`src/csor_pkg.sv`:
```
// constants and types for the converter status and overrange register bank
package csor_pkg;
  localparam logic [11:0] ADDR_LINK_STATUS = 12'h208;
  localparam logic [11:0] ADDR_POWER_DOWN = 12'h209;
  localparam logic [11:0] ADDR_OVR_THR_ZERO = 12'h211;
  localparam logic [11:0] ADDR_OVR_THR_ONE = 12'h212;
  localparam logic [11:0] ADDR_OVR_CONFIG = 12'h213;
  localparam logic [11:0] ADDR_SILICON_REV = 12'h297;
  localparam logic [11:0] ADDR_TIMING_CAL = 12'h2B0;

  localparam int BIT_SYNC_STATUS = 5;
  localparam int BIT_REPHASE = 4;
  localparam int BIT_PHASE_SET = 3;
  localparam int BIT_PD_B = 1;
  localparam int BIT_PD_A = 0;
  localparam int BIT_OVERRANGE_PIN_ENABLE = 3;
  localparam int BIT_CAL_EN = 0;

  localparam logic [7:0] RST_THR_ZERO = 8'hF2;
  localparam logic [7:0] RST_THR_ONE = 8'hAB;
  localparam logic [2:0] RST_EXPONENT = 3'h7;
  localparam logic [7:0] RST_ZERO8 = 8'h00;
  // arbitrary neutral default for the spin code
  localparam logic [4:0] SPIN_DEFAULT = 5'h15;

  localparam logic [10:0] PULSE_BASE = 11'h008;
  localparam int CAL_TIME_NS = 2000;
  localparam int CLK_PERIOD_NS = 10;
  localparam int CAL_CYCLES = CAL_TIME_NS / CLK_PERIOD_NS;

  typedef struct packed {
    logic wr;
    logic rd;
    logic [11:0] addr;
    logic [7:0] wdata;
  } csor_req_t;

  typedef struct packed {
    logic [11:0] a;
    logic [11:0] b;
  } csor_samples_t;

  typedef enum logic [1:0] {CAL_IDLE, CAL_RUN, CAL_DONE} csor_cal_state_t;
endpackage

```
`src/csor_stretch.sv`:
```
// one overrange pin: threshold compare and pulse stretch
`timescale 1ns/1ps
`default_nettype none
module csor_stretch
  import csor_pkg::*;
(
  input wire logic clk,
  input wire logic resetn,
  input wire logic [7:0] magnitude,
  input wire logic [7:0] threshold,
  input wire logic enable,
  input wire logic [2:0] exponent,
  output logic pin_q
);
  logic [10:0] count_q;
  logic hit;
  assign hit = magnitude >= threshold;

  always_ff @(posedge clk)
  begin
    if (!resetn)
      count_q <= '0;
    else if (hit)
      count_q <= PULSE_BASE << exponent;
    else if (count_q != '0)
      count_q <= count_q - 11'h001;
  end

  always_ff @(posedge clk)
  begin
    if (!resetn)
      pin_q <= 1'b0;
    else
      pin_q <= enable && (hit || count_q > 11'h001);
  end

  logic [10:0] len_q;
  always_ff @(posedge clk)
  begin
    if (!resetn || !pin_q)
      len_q <= '0;
    else if (len_q != '1)
      len_q <= len_q + 11'h001;
  end
endmodule
`default_nettype wire

```
`src/csor_regs.sv`:
```
// converter status, power-down, overrange and timing calibration registers
// Functional notes
// - status bit 5 shows live sync level: 0 asserted, 1 de-asserted.
// - rephase flag bit 4 set on realign; write 1 clears, alarm untouched.
// - phase flag bit 3 set by sysref edge with link on; write 1 clears.
// - bit 1 powers down channel B, bit 0 channel A; reset 0.
// - powered-down channel disables its fourteen lanes.
// - threshold zero, reset F2, raises flag zero at or above it.
// - threshold one, reset AB, raises flag one at or above it.
// - pin enable bit 3 passes flags to pins; else pins held low.
// - pin pulse lasts at least 8 times 2 to the exponent cycles.
// - read-only 5-bit spin code loaded from fuses.
// - calibration enable 0 makes delay follow the manual register.
// - calibration enable 1 calibrates automatically, ignoring manual delay.
// - rising edge of calibration enable starts one calibration run.
// - done flag reads 1 only with enable 1 and run finished.
`timescale 1ns/1ps
`default_nettype none
module csor_regs
  import csor_pkg::*;
(
  input wire logic clk,
  input wire logic resetn,
  input wire csor_req_t req,
  output logic [7:0] rdata_q,
  input wire logic sync_pin,
  input wire logic sysref_edge,
  input wire logic realign_event,
  input wire logic link_enable,
  input wire logic [4:0] fuse_spin,
  input wire csor_samples_t samples,
  input wire logic [16:0] manual_delay,
  input wire logic [16:0] cal_result,
  output logic chan_a_powerdown_q,
  output logic chan_b_powerdown_q,
  output logic [13:0] chan_a_lane_en_q,
  output logic [13:0] chan_b_lane_en_q,
  output logic chan_a_pin_zero,
  output logic chan_a_pin_one,
  output logic chan_b_pin_zero,
  output logic chan_b_pin_one,
  output logic [16:0] aperture_delay_q,
  output logic timing_cal_complete_q,
  output logic rephase_alarm_q
);
  logic sync_meta_q, sync_q;
  logic rephase_q, phase_set_q;
  logic [7:0] thr_zero_q, thr_one_q;
  logic overrange_pin_enable_q;
  logic [2:0] pulse_stretch_exponent_q;
  logic [4:0] silicon_revision_id_q;
  logic timing_cal_start_q, cal_en_prev_q;
  csor_cal_state_t cal_state_q;
  logic [15:0] cal_cnt_q;
  logic cal_launch;

  function automatic logic wr_at(input csor_req_t r, input logic [11:0] a);
    return r.wr && r.addr == a;
  endfunction

  function automatic logic [7:0] mag8(input logic [11:0] s);
    logic [11:0] m;
    m = s[11] ? 12'(~s + 12'h001) : s;
    if (s == 12'h800)
      m = 12'h7FF;
    return m[10:3];
  endfunction

  // sync pin synchroniser
  always_ff @(posedge clk)
  begin
    if (!resetn)
    begin
      sync_meta_q <= 1'b1;
      sync_q <= 1'b1;
    end
    else
    begin
      sync_meta_q <= sync_pin;
      sync_q <= sync_meta_q;
    end
  end

  // sticky flags, set beats clear
  always_ff @(posedge clk)
  begin
    if (!resetn)
    begin
      rephase_q <= 1'b0;
      phase_set_q <= 1'b0;
      rephase_alarm_q <= 1'b0;
    end
    else
    begin
      if (realign_event)
        rephase_q <= 1'b1;
      else if (wr_at(req, ADDR_LINK_STATUS) && req.wdata[BIT_REPHASE])
        rephase_q <= 1'b0;
      if (realign_event)
        rephase_alarm_q <= 1'b1;
      if (sysref_edge && link_enable)
        phase_set_q <= 1'b1;
      else if (wr_at(req, ADDR_LINK_STATUS) && req.wdata[BIT_PHASE_SET])
        phase_set_q <= 1'b0;
    end
  end

  // plain read/write configuration
  always_ff @(posedge clk)
  begin
    if (!resetn)
    begin
      chan_a_powerdown_q <= 1'b0;
      chan_b_powerdown_q <= 1'b0;
      thr_zero_q <= RST_THR_ZERO;
      thr_one_q <= RST_THR_ONE;
      overrange_pin_enable_q <= 1'b0;
      pulse_stretch_exponent_q <= RST_EXPONENT;
      timing_cal_start_q <= 1'b0;
    end
    else
    begin
      if (wr_at(req, ADDR_POWER_DOWN))
      begin
        chan_a_powerdown_q <= req.wdata[BIT_PD_A];
        chan_b_powerdown_q <= req.wdata[BIT_PD_B];
      end
      if (wr_at(req, ADDR_OVR_THR_ZERO))
        thr_zero_q <= req.wdata;
      if (wr_at(req, ADDR_OVR_THR_ONE))
        thr_one_q <= req.wdata;
      if (wr_at(req, ADDR_OVR_CONFIG))
      begin
        overrange_pin_enable_q <= req.wdata[BIT_OVERRANGE_PIN_ENABLE];
        pulse_stretch_exponent_q <= req.wdata[2:0];
      end
      if (wr_at(req, ADDR_TIMING_CAL))
        timing_cal_start_q <= req.wdata[BIT_CAL_EN];
    end
  end

  // spin code sampled from fuses every cycle after reset release
  always_ff @(posedge clk)
  begin
    if (!resetn)
      silicon_revision_id_q <= SPIN_DEFAULT;
    else
      silicon_revision_id_q <= fuse_spin;
  end

  // lane enables follow channel power-down
  always_ff @(posedge clk)
  begin
    if (!resetn)
    begin
      chan_a_lane_en_q <= '1;
      chan_b_lane_en_q <= '1;
    end
    else
    begin
      chan_a_lane_en_q <= {14{~chan_a_powerdown_q}};
      chan_b_lane_en_q <= {14{~chan_b_powerdown_q}};
    end
  end

  // timing calibration sequencer
  assign cal_launch = timing_cal_start_q && !cal_en_prev_q;

  always_ff @(posedge clk)
  begin
    if (!resetn)
    begin
      cal_en_prev_q <= 1'b0;
      cal_state_q <= CAL_IDLE;
      cal_cnt_q <= '0;
    end
    else
    begin
      cal_en_prev_q <= timing_cal_start_q;
      case (cal_state_q)
        CAL_IDLE:
          if (cal_launch)
          begin
            cal_state_q <= CAL_RUN;
            cal_cnt_q <= 16'(CAL_CYCLES - 1);
          end
        CAL_RUN:
          if (!timing_cal_start_q)
            cal_state_q <= CAL_IDLE;
          else if (cal_cnt_q == '0)
            cal_state_q <= CAL_DONE;
          else
            cal_cnt_q <= cal_cnt_q - 16'h0001;
        CAL_DONE:
          if (!timing_cal_start_q)
            cal_state_q <= CAL_IDLE;
        default:
          cal_state_q <= CAL_IDLE;
      endcase
    end
  end

  always_ff @(posedge clk)
  begin
    if (!resetn)
    begin
      timing_cal_complete_q <= 1'b0;
      aperture_delay_q <= '0;
    end
    else
    begin
      timing_cal_complete_q <= timing_cal_start_q
        && cal_state_q == CAL_DONE
        && !(wr_at(req, ADDR_TIMING_CAL) && !req.wdata[BIT_CAL_EN]);
      if (!timing_cal_start_q)
        aperture_delay_q <= manual_delay;
      else if (cal_state_q == CAL_DONE)
        aperture_delay_q <= cal_result;
    end
  end

  // register read port, one cycle latency
  always_ff @(posedge clk)
  begin
    if (!resetn)
      rdata_q <= RST_ZERO8;
    else if (req.rd)
    begin
      rdata_q <= RST_ZERO8;
      case (req.addr)
        ADDR_LINK_STATUS:
        begin
          rdata_q[BIT_SYNC_STATUS] <= sync_q;
          rdata_q[BIT_REPHASE] <= rephase_q;
          rdata_q[BIT_PHASE_SET] <= phase_set_q;
        end
        ADDR_POWER_DOWN:
        begin
          rdata_q[BIT_PD_A] <= chan_a_powerdown_q;
          rdata_q[BIT_PD_B] <= chan_b_powerdown_q;
        end
        ADDR_OVR_THR_ZERO: rdata_q <= thr_zero_q;
        ADDR_OVR_THR_ONE: rdata_q <= thr_one_q;
        ADDR_OVR_CONFIG:
          rdata_q <= {4'h0, overrange_pin_enable_q, pulse_stretch_exponent_q};
        ADDR_SILICON_REV: rdata_q <= {3'h0, silicon_revision_id_q};
        ADDR_TIMING_CAL: rdata_q[BIT_CAL_EN] <= timing_cal_start_q;
        default: rdata_q <= RST_ZERO8;
      endcase
    end
  end

  // overrange pins: A zero, A one, B zero, B one
  csor_stretch u_a0 (
    .clk(clk), .resetn(resetn), .magnitude(mag8(samples.a)),
    .threshold(thr_zero_q), .enable(overrange_pin_enable_q),
    .exponent(pulse_stretch_exponent_q), .pin_q(chan_a_pin_zero));
  csor_stretch u_a1 (
    .clk(clk), .resetn(resetn), .magnitude(mag8(samples.a)),
    .threshold(thr_one_q), .enable(overrange_pin_enable_q),
    .exponent(pulse_stretch_exponent_q), .pin_q(chan_a_pin_one));
  csor_stretch u_b0 (
    .clk(clk), .resetn(resetn), .magnitude(mag8(samples.b)),
    .threshold(thr_zero_q), .enable(overrange_pin_enable_q),
    .exponent(pulse_stretch_exponent_q), .pin_q(chan_b_pin_zero));
  csor_stretch u_b1 (
    .clk(clk), .resetn(resetn), .magnitude(mag8(samples.b)),
    .threshold(thr_one_q), .enable(overrange_pin_enable_q),
    .exponent(pulse_stretch_exponent_q), .pin_q(chan_b_pin_one));
endmodule
`default_nettype wire

```
`config.mk`:
```
export PLATFORM = sky130hd
export DESIGN_NAME = csor_regs
export DESIGN_NICKNAME = d
export VERILOG_FILES = /design/src/csor_pkg.sv /design/src/csor_stretch.sv /design/src/csor_regs.sv
export SDC_FILE = /design/constraint.sdc
export NUM_CORES = 1
export LEC_CHECK = 0
export BUFFER_PORTS_ARGS = -buffer_cell sky130_fd_sc_hd__buf_2
export CORE_ASPECT_RATIO = 1.25
export CORE_MARGIN = 2
export CORE_UTILIZATION = 60
export CTS_CLUSTER_DIAMETER = 60
export DETAILED_ROUTE_END_ITERATION = 7
export PLACE_DENSITY_LB_ADDON = 0.15
export SLEW_MARGIN = 30
export SYNTH_ARGS = -nofsm -noshare
export SYNTH_HDL_FRONTEND = slang
export SYNTH_SLANG_ARGS = --single-unit
```
`constraint.sdc`:
```
create_clock -name clk -period 6.5 [get_ports clk]
set_clock_uncertainty 0.2 [all_clocks]
set_input_delay 0.65 -clock clk [delete_from_list [all_inputs] [get_ports clk]]
set_output_delay 0.65 -clock clk [all_outputs]
set_load 0.02 [all_outputs]
```
==> results of run 1 <==
-- state kept, by name (all words and copies together) (netlist names), 2 cells and up --
| name | flops |
|---|---|
| u_a1.count_q | 11 |
| thr_zero_q | 8 |
| rdata_q | 8 |
| aperture_delay_q | 17 |
| u_b1.count_q | 11 |
| u_a0.count_q | 11 |
| pulse_stretch_exponent_q | 3 |
| silicon_revision_id_q | 5 |
| cal_cnt_q | 16 |
| thr_one_q | 8 |
| u_b0.count_q | 11 |
| cal_state_q | 2 |
-- power breakdown --
group          leakage (nW)  internal [mW]  switching (mW)
combinational          2.45          0.431           0.540
sequential             1.05          0.905           0.118
clock                 0.267          0.556           0.356
-- kinds of logic (layout without fill, tap and decap cells) --
family	after synthesis	in the layout
simple gates	319	319
buf+inv	96	216
mux	54	54
flops	128	128
compound gates	179	179
xor+xnor	35	35
fa+ha+maj	41	41
-- metal layers --
metal  vias up  global-route usage  routed length (um)
met4         0               0.115                 523
met5         -                   0                   0
met2       266               0.518                9410
li1       3304                   -                   -
met1      3175               0.321                6940
met3        51              0.0490                1080
-- final timing paths --
check / startpoint / endpoint / slack (ps) / depth (start not counted)
max: samples[3] / u_b1.count_q[1]$_SDFFE_PN0P_ / 2820 / 12
min: fuse_spin[2] / silicon_revision_id_q[2]$_SDFF_PN1_ / 220 / 2
max reg2reg: timing_cal_start_q$_SDFFE_PN0P_ / cal_cnt_q[9]$_SDFFE_PN0P_ / 3730 / 5
min reg2reg: chan_b_powerdown_q$_SDFFE_PN0P_ / chan_b_lane_en_q[0]$_SDFF_PN1_ / 220 / 1
-- layout make-up --
type                       count  area [sq um]  area share
clock inverter                11           108      0.0127
timing repair buffer         155           786      0.0928
inverter                      30           113      0.0133
sequential                   128          2560       0.303
multi-input combinational    628          4230       0.499
tap                          161           201      0.0238
clock buffer                  20           467      0.0551
-- per-stage QoR --
step / util / hold slack [ps] / cell area [sq um] / cells
after floorplan: - / 186 / 7260 / 852
after global placement: 0.672 / 199 / 7880 / 1102
after detailed placement: 0.673 / 204 / 7890 / 1102
after CTS: 0.722 / 207 / 8460 / 1133
after global routing: 0.722 / 219 / 8460 / 1133
final: 0.722 / 216 / 8460 / 1133
-- worst register-to-register path: stages, from the launching register on --
cell and delay [ps]:
dfxtp_2 740, nand2b_1 220, nor2_1 540, o211ai_4 260, or4_2 580, a21oi_1 150
-- cells in the final DEF, fill, tap and decap left out, drive strengths merged, types with 11 or more instances in the layout --
cell type	instances
clkbuf	20
and3	12
nand2b	13
buf	155
dfxtp	128
a31oi	15
mux2i	51
nor3	19
nor2	66
o21ai	43
a211oi	20
or4	18
a21oi	38
nand2	74
ha	41
nand3	39
o31ai	13
nor4	12
inv	31
xor2	22
o211ai	11
xnor2	13
==> impl_metrics.yaml, run 1 <==
clock_tree:
  cts_tree: "built"
  cts_setup_buffers: 0
  clockBufferDepth: 2
  numCtsBuffers: 17
  cts_sinks: 128
  insertion_delay_ps: 420
  htreeDepth: 4
  path_clk_slew_ps: 60
  cts_resized: 0
  root_buffer: "clkbuf_16"
  holdBufCountCts: 0
final_layout:
  drive_gt1_frac: 0.215
  nNetsFinal: 1092
  syn_to_final_growth_pct: 16.6
  fillers: 888
  diodes: 0
yosys:
  ys_ff_latch: 128
  synth_top_family_by_area: "simple AND/OR/NAND/NOR gates"
  synth.distinct_cells: 65
  synth_xor_area_frac: 0.0422
  synthSimpleGateAreaFrac: 0.232
  synth_compound_gate_area_share: 0.162
  seq_area_frac_synth: 0.353
  synth.top_cell.area_share: 0.353
  syn_area_sq_um: 7260
  synthTopCellsByCount: "128 x dfxtp_1, 74 x nand2_1, 66 x nor2_1"
  synth.most_common_cell: "dfxtp_1"
  synthMuxAreaShare: 0.0750
  synth_fa_ha_area_frac: 0.0707
  yosysTopAreaCell: "dfxtp_1"
  synth_edf_count: 0
  ys_warn_count: 0
  synth_cells: 852
  synth_area_leaders: "dfxtp_1 35%, ha_1 7.1%, mux2i_1 7.0%"
  async_flop_share: 0
  syn_nets: 984
  syn_avg_cell_area_sq_um: 8.52
  synth_top_flop_cell: "dfxtp_1"
pwr:
  irDropWorstVdd_uv: 167
  p_leak_nw: 3.76
  p_total_mw: 2.91
  power_density_nw_per_um2: 343
placement:
  dp_slack_ps: 2410
  place_congestion: 0.872
  post-dp-hpwl_um: 13200
  port_buffers: 151
critical_path:
  path_cells: "buf_2 > or4_1 > or4_1 > nor2_1 > nand3_1 > nand2_1 > ha_1 > o21ai_0 > o21ai_0 > a21oi_2 > nand2_1 > a211oi_1"
  max_stage_delay_ps: 580
  path_max_fanout: 18
  critPathKind: "in -> reg"
  start_kind: "primary input"
  crit_family: "simple AND/OR/NAND/NOR gates"
  crit_path_top_delay_cell: "or4_1"
  critPathRequiredTime_ps: 6630
  end_kind: "register"
  critPathBufInv: 1
  arrival_ps: 3810
floorplanning:
  ioPinCount: 152
  initial_core_util: 0.619
  die_y_um: 127
  num_rows: 44
  core_sq_um: 11700
  fp.dieW_um: 102
  fp.dieArea_sq_um: 13000
sta:
  rsz0062_at_grt: "no"
  fmax_mhz: 272
  slew_headroom: 0.362
  setup_violations: 0
  tns_ps: 0
  period_share: 0.566
  timing.final.ws_setup_ps: 2820
  slew_violations: 0
  tightestPinTransition_ps: 952
  hold_violations: 0
  fin_crit_ps: 3680
run:
  cap_violations: 0
global_route:
  grt_remaining_overflow: 0
  grt_pass1_vias: 6533
  grtUsageTotal: 0.284
  antenna_found_initial: 0
  grt_pass1_wl_um: 29700
  grt_start_max_net_pins: 72
drt:
  drc: 0
  antenna_left: 0
  wl_per_cell_um: 15.8
  drt_iter0_markers: 444
  vias: 6796
  viasPerCell: 6.00
  detail_route.first_pass.iterations: 7
  wl_um: 18000
status:
  status: "completed"
hold_path:
  hold_path_class: "in -> reg"
No activity file was read; power rests on OpenSTA's default activity.
==> run 2: changes to the inputs <==
- CORE_UTILIZATION: 60 -> 50
- clock period: 6.5 -> 3.2 ns (I/O delays scaled with it)
==> run 2 against run 1 <==
Effect of this change: first-iteration DRC count shrank 46%; clock power grew 110%; worst hold slack lost 190 ps; worst setup slack lost 2600 ps; combinational power grew 100%; via count shrank 2.0%; sequential share of layout area shrank 1.4 points; power grew 110%; sequential power grew 100%; core utilization shrank 10 points; sequential cell count is the same; largest power group unchanged.
==> impl_metrics.yaml, run 2 (same netlist as run 1, synthesis figures left out) <==
drt:
  vias: 6660
  antenna_left: 0
  viasPerCell: 5.62
  wl_per_cell_um: 14.9
  wl_um: 17700
  drt_iter0_markers: 240
  drc: 0
  detail_route.first_pass.iterations: 5
clock_tree:
  path_clk_slew_ps: 60
  insertion_delay_ps: 420
  root_buffer: "clkbuf_16"
  clockBufferDepth: 2
  numCtsBuffers: 17
  cts_setup_buffers: 0
  cts_sinks: 128
  htreeDepth: 4
  cts_tree: "built"
placement:
  place_congestion: 0.793
  port_buffers: 151
  dp_slack_ps: -182
  post-dp-hpwl_um: 13000
critical_path:
  path_max_fanout: 12
  start_kind: "primary input"
  end_kind: "register"
  arrival_ps: 3110
  startpoint: "samples[15]"
  critPathRequiredTime_ps: 3350
  critPathKind: "in -> reg"
  ff2ff_path_depth: 7
  r2r-start: "cal_cnt_q[0]$_SDFFE_PN0P_"
pwr:
  p_int_mw: 3.96
  p_clk_frac: 0.326
  seqPwrFrac: 0.345
  irDropWorstVdd_uv: 397
  switching_share: 0.338
  power_density_nw_per_um2: 673
  power_switching_mw: 2.02
  power_frac_comb: 0.329
  p_leak_nw: 3.96
  p_total_mw: 5.98
sta:
  whs_ps: 30.2
  fin_crit_ps: 2960
  slew_headroom: 0.517
  hold_violations: 0
  setup_violations: 0
  fmax_mhz: 338
  slew_violations: 0
  rsz0062_at_grt: "no"
  period_share: 0.925
  tns_ps: 0
  timing.final.ws_setup_ps: 239
  tightestPinTransition_ps: 717
global_route:
  grt_start_max_net_pins: 42
  antenna_found_initial: 0
  grt_remaining_overflow: 0
  grtUsageTotal: 0.234
  grt_pass1_wl_um: 29600
  grt_pass1_vias: 6145
run:
  cap_violations: 0
final_layout:
  final_common_cell: "buf_2"
  largest_reg_flops: 17
  utilization: 0.622
  syn_to_final_growth_pct: 22.4
  largest-register: "aperture_delay_q"
  nNetsFinal: 1127
  largest_registers: "aperture_delay_q x17, cal_cnt_q x16"
  diodes: 0
  layout_common_cells: "151 x buf_2, 128 x dfxtp_1, 73 x nand2_1"
  drive_gt1_frac: 0.231
floorplanning:
  num_rows: 49
  initial_core_util: 0.508
  fp.dieArea_sq_um: 15500
  fp.dieW_um: 112
  ioPinCount: 152
  die_y_um: 139
  core_sq_um: 14300
status:
  status: "completed"
hold_path:
  worstHoldPathCells: 3
  hold_path_class: "in -> reg"
  holdCritStartpoint: "req[0]"
==> run 2: cell types whose count changed in the layout (fill, tap and decap cells not counted), moves of 2 or more <==
cell           delta
buf_4            +16
dlygate4sd3_1    +16
buf_12            +3
clkinvlp_4        -3
a221oi_1          -2
a221oi_2          +2
or4_1             -2
or4_4             +2
==> run 2: layer usage <==
layer	vias to the layer above	wire [um]	GRT usage
li1	3381	-	-
met1	3081	7420	0.280
met2	173	9080	0.412
met3	25	839	0.0490
met4	0	379	0.0832
met5	-	0	0
==> run 2: repair_timing <==
item,in CTS,in global routing
hold endpoints to repair,26,0
setup endpoints to repair,0,5
hold buffers,16,0
gates resized for setup,0,1
==> run 2: power by group through the flow <==
stage,Clock (mW),Sequential [mW],Combinational (mW)
after floorplan,0,2.06,1.53
after CTS,1.98,2.06,1.98
final,1.95,2.07,1.97
after global placement,0,2.09,1.91
after global routing,2.06,2.10,2.24
after detailed placement,0,2.09,1.94
==> run 2: critical path: stages <==
cell	delay, ps
buf_2	100
or4_1	590
buf_4	180
o21ai_0	180
xor2_1	160
nand2_1	80
ha_1	290
a21o_1	180
a31oi_1	140
o21ai_0	150
a221oi_2	250
buf_4	270
mux2i_1	200
==> run 2: metrics by stage <==
stage,std cells,area (sq um)
2_1_floorplan,852,7290
3_3_place_gp,1138,8120
3_5_place_dp,1138,8120
4_1_cts,1186,8870
5_1_grt,1186,8880
6_report,1186,8880
==> run 2: final timing paths <==
| path | slack [ps] | endpoint |
|---|---|---|
| worst min register to register | 240 | chan_a_lane_en_q[0]$_SDFF_PN1_ |
| worst min-delay path | 30 | pulse_stretch_exponent_q[0]$_SDFFE_PN1P_ |
| worst max register to register | 420 | cal_cnt_q[7]$_SDFFE_PN0P_ |
| worst max-delay path | 240 | u_a1.count_q[9]$_SDFFE_PN0P_ |
==> run 2: final cells by class <==
type	instances	area [sq um]
Clock buffer	21	470
Clock inverter	11	129
Fill cell	1320	5400
Inverter	30	113
Multi-Input combinational cell	628	4260
Sequential cell	128	2560
Tap cell	178	223
Timing Repair Buffer	190	1130
==> run 3: changes to the inputs <==
- RECOVER_POWER: not set -> 25
==> run 3 against run 2 <==
Effect of this change: die area did not move; power fell by 0.12%; sequential share of layout area rose by 0.21 points; design area fell by 0.73%; non-clock buffer count did not move; sequential cell count did not move; worst hold slack improved by 1.7 ps; largest cell class unchanged; critical path depth fell by 9; maximum frequency barely moved; sequential power barely moved; largest power group unchanged; worst setup slack barely moved; first-iteration DRC count rose by 11%.
==> impl_metrics.yaml, run 3 (same netlist as run 1, synthesis figures left out) <==
run:
  cap_violations: 0
final_layout:
  syn_to_final_growth_pct: 21.5
  largest_registers: "aperture_delay_q x17, cal_cnt_q x16"
  final_common_cell: "dfxtp_1"
  largest-register: "aperture_delay_q"
  utilization: 0.617
  diodes: 0
  drive_gt1_frac: 0.193
  nNetsFinal: 1127
  largest_reg_flops: 17
  layout_common_cells: "128 x dfxtp_1, 114 x buf_2, 73 x nand2_1"
  fillers: 1341
sta:
  rsz0062_at_grt: "no"
  tightestPinTransition_ps: 1400
  slew_violations: 0
  period_share: 0.925
  setup_violations: 0
  fmax_mhz: 338
  timing.final.ws_setup_ps: 239
  hold_violations: 0
  slew_headroom: 0.0691
  fin_crit_ps: 2960
placement:
  dp_slack_ps: -182
  place_congestion: 0.793
  post-dp-hpwl_um: 13000
  port_buffers: 151
floorplanning:
  num_rows: 49
  fp.dieArea_sq_um: 15500
  initial_core_util: 0.508
  core_sq_um: 14300
  die_y_um: 139
  fp.dieW_um: 112
  ioPinCount: 152
drt:
  antenna_left: 0
  vias: 6672
  detail_route.first_pass.iterations: 5
  wl_um: 17800
  drt_iter0_markers: 267
  drc: 0
  viasPerCell: 5.63
  wl_per_cell_um: 15.0
clock_tree:
  insertion_delay_ps: 420
  cts_setup_buffers: 0
  path_clk_slew_ps: 60
  cts_sinks: 128
  numCtsBuffers: 17
  clockBufferDepth: 2
  cts_tree: "built"
  root_buffer: "clkbuf_16"
  htreeDepth: 4
global_route:
  grtUsageTotal: 0.234
  grt_pass1_wl_um: 29600
  grt_remaining_overflow: 0
  grt_pass1_vias: 6145
  antenna_found_initial: 0
  grt_start_max_net_pins: 42
critical_path:
  critPathRequiredTime_ps: 3340
  critPathKind: "in -> reg"
  r2r_slack_ps: 400
  arrival_ps: 3100
  end_kind: "register"
  path_max_fanout: 30
  start_kind: "primary input"
pwr:
  irDropWorstVdd_uv: 397
  power_density_nw_per_um2: 678
  p_leak_nw: 3.82
status:
  status: "completed"
hold_path:
  hold_path_class: "in -> reg"
[run 3: critical path: stages]
cell	delay, ps
clkbuf_1	910
clkbuf_1	1090
nand4_1	480
o21ai_0	280
[run 3: layout make-up]
class	count	area, sq um	share of cell area
Clock inverter	11	129	0.0146
Sequential cell	128	2560	0.291
Clock buffer	21	470	0.0534
Timing Repair Buffer	190	1060	0.120
Multi-Input combinational cell	628	4260	0.483
Inverter	30	113	0.0128
Tap cell	178	223	0.0253
[run 3: worst paths after layout]
check	start	depth (start not counted)	end
setup / recovery	resetn	4	u_b1.count_q[10]$_SDFFE_PN0P_
hold / removal	req[0]	3	pulse_stretch_exponent_q[0]$_SDFFE_PN1P_
setup reg to reg	cal_cnt_q[0]$_SDFFE_PN0P_	7	cal_cnt_q[7]$_SDFFE_PN0P_
hold reg to reg	chan_a_powerdown_q$_SDFFE_PN0P_	1	chan_a_lane_en_q[0]$_SDFF_PN1_
[run 3: power by group]
part	internal (mW)	total [mW]	switching, mW	leakage, nW
Clock	1.21	1.95	0.737	0.290
Combinational	0.899	1.96	1.06	2.48
Sequential	1.84	2.07	0.228	1.05
Total	3.95	5.97	2.02	3.82
[run 3: metrics by stage]
| step | hold WS, ps | total power, mW | instances | setup TNS (ps) | cell area [sq um] |
|---|---|---|---|---|---|
| floorplan | 186 | 3.59 | 852 | 0 | 7290 |
| global placement | 231 | 4.00 | 1138 | -3530 | 8120 |
| detailed placement | 221 | 4.03 | 1138 | -5140 | 8120 |
| CTS | 15.0 | 6.02 | 1186 | 0 | 8870 |
| global route | 34.5 | 6.39 | 1186 | 0 | 8820 |
| finish | 31.9 | 5.97 | 1186 | 0 | 8820 |
[run 3: per-layer routing]
metal	share of wire	wire length, um	track usage	vias to the layer above
li1	-	-	-	3380
met1	0.42	7510	0.280	3094
met2	0.51	9040	0.412	174
met3	0.048	853	0.0490	24
met4	0.021	365	0.0832	0
met5	0	0	0	-
[run 3: repair_timing]
| action | CTS | global route |
|---|---|---|
| endpoints found under the setup margin | 0 | 5 |
| endpoints found under the hold margin | 26 | 0 |
| gates resized for setup | 0 | 1 |
| hold buffers | 16 | 0 |
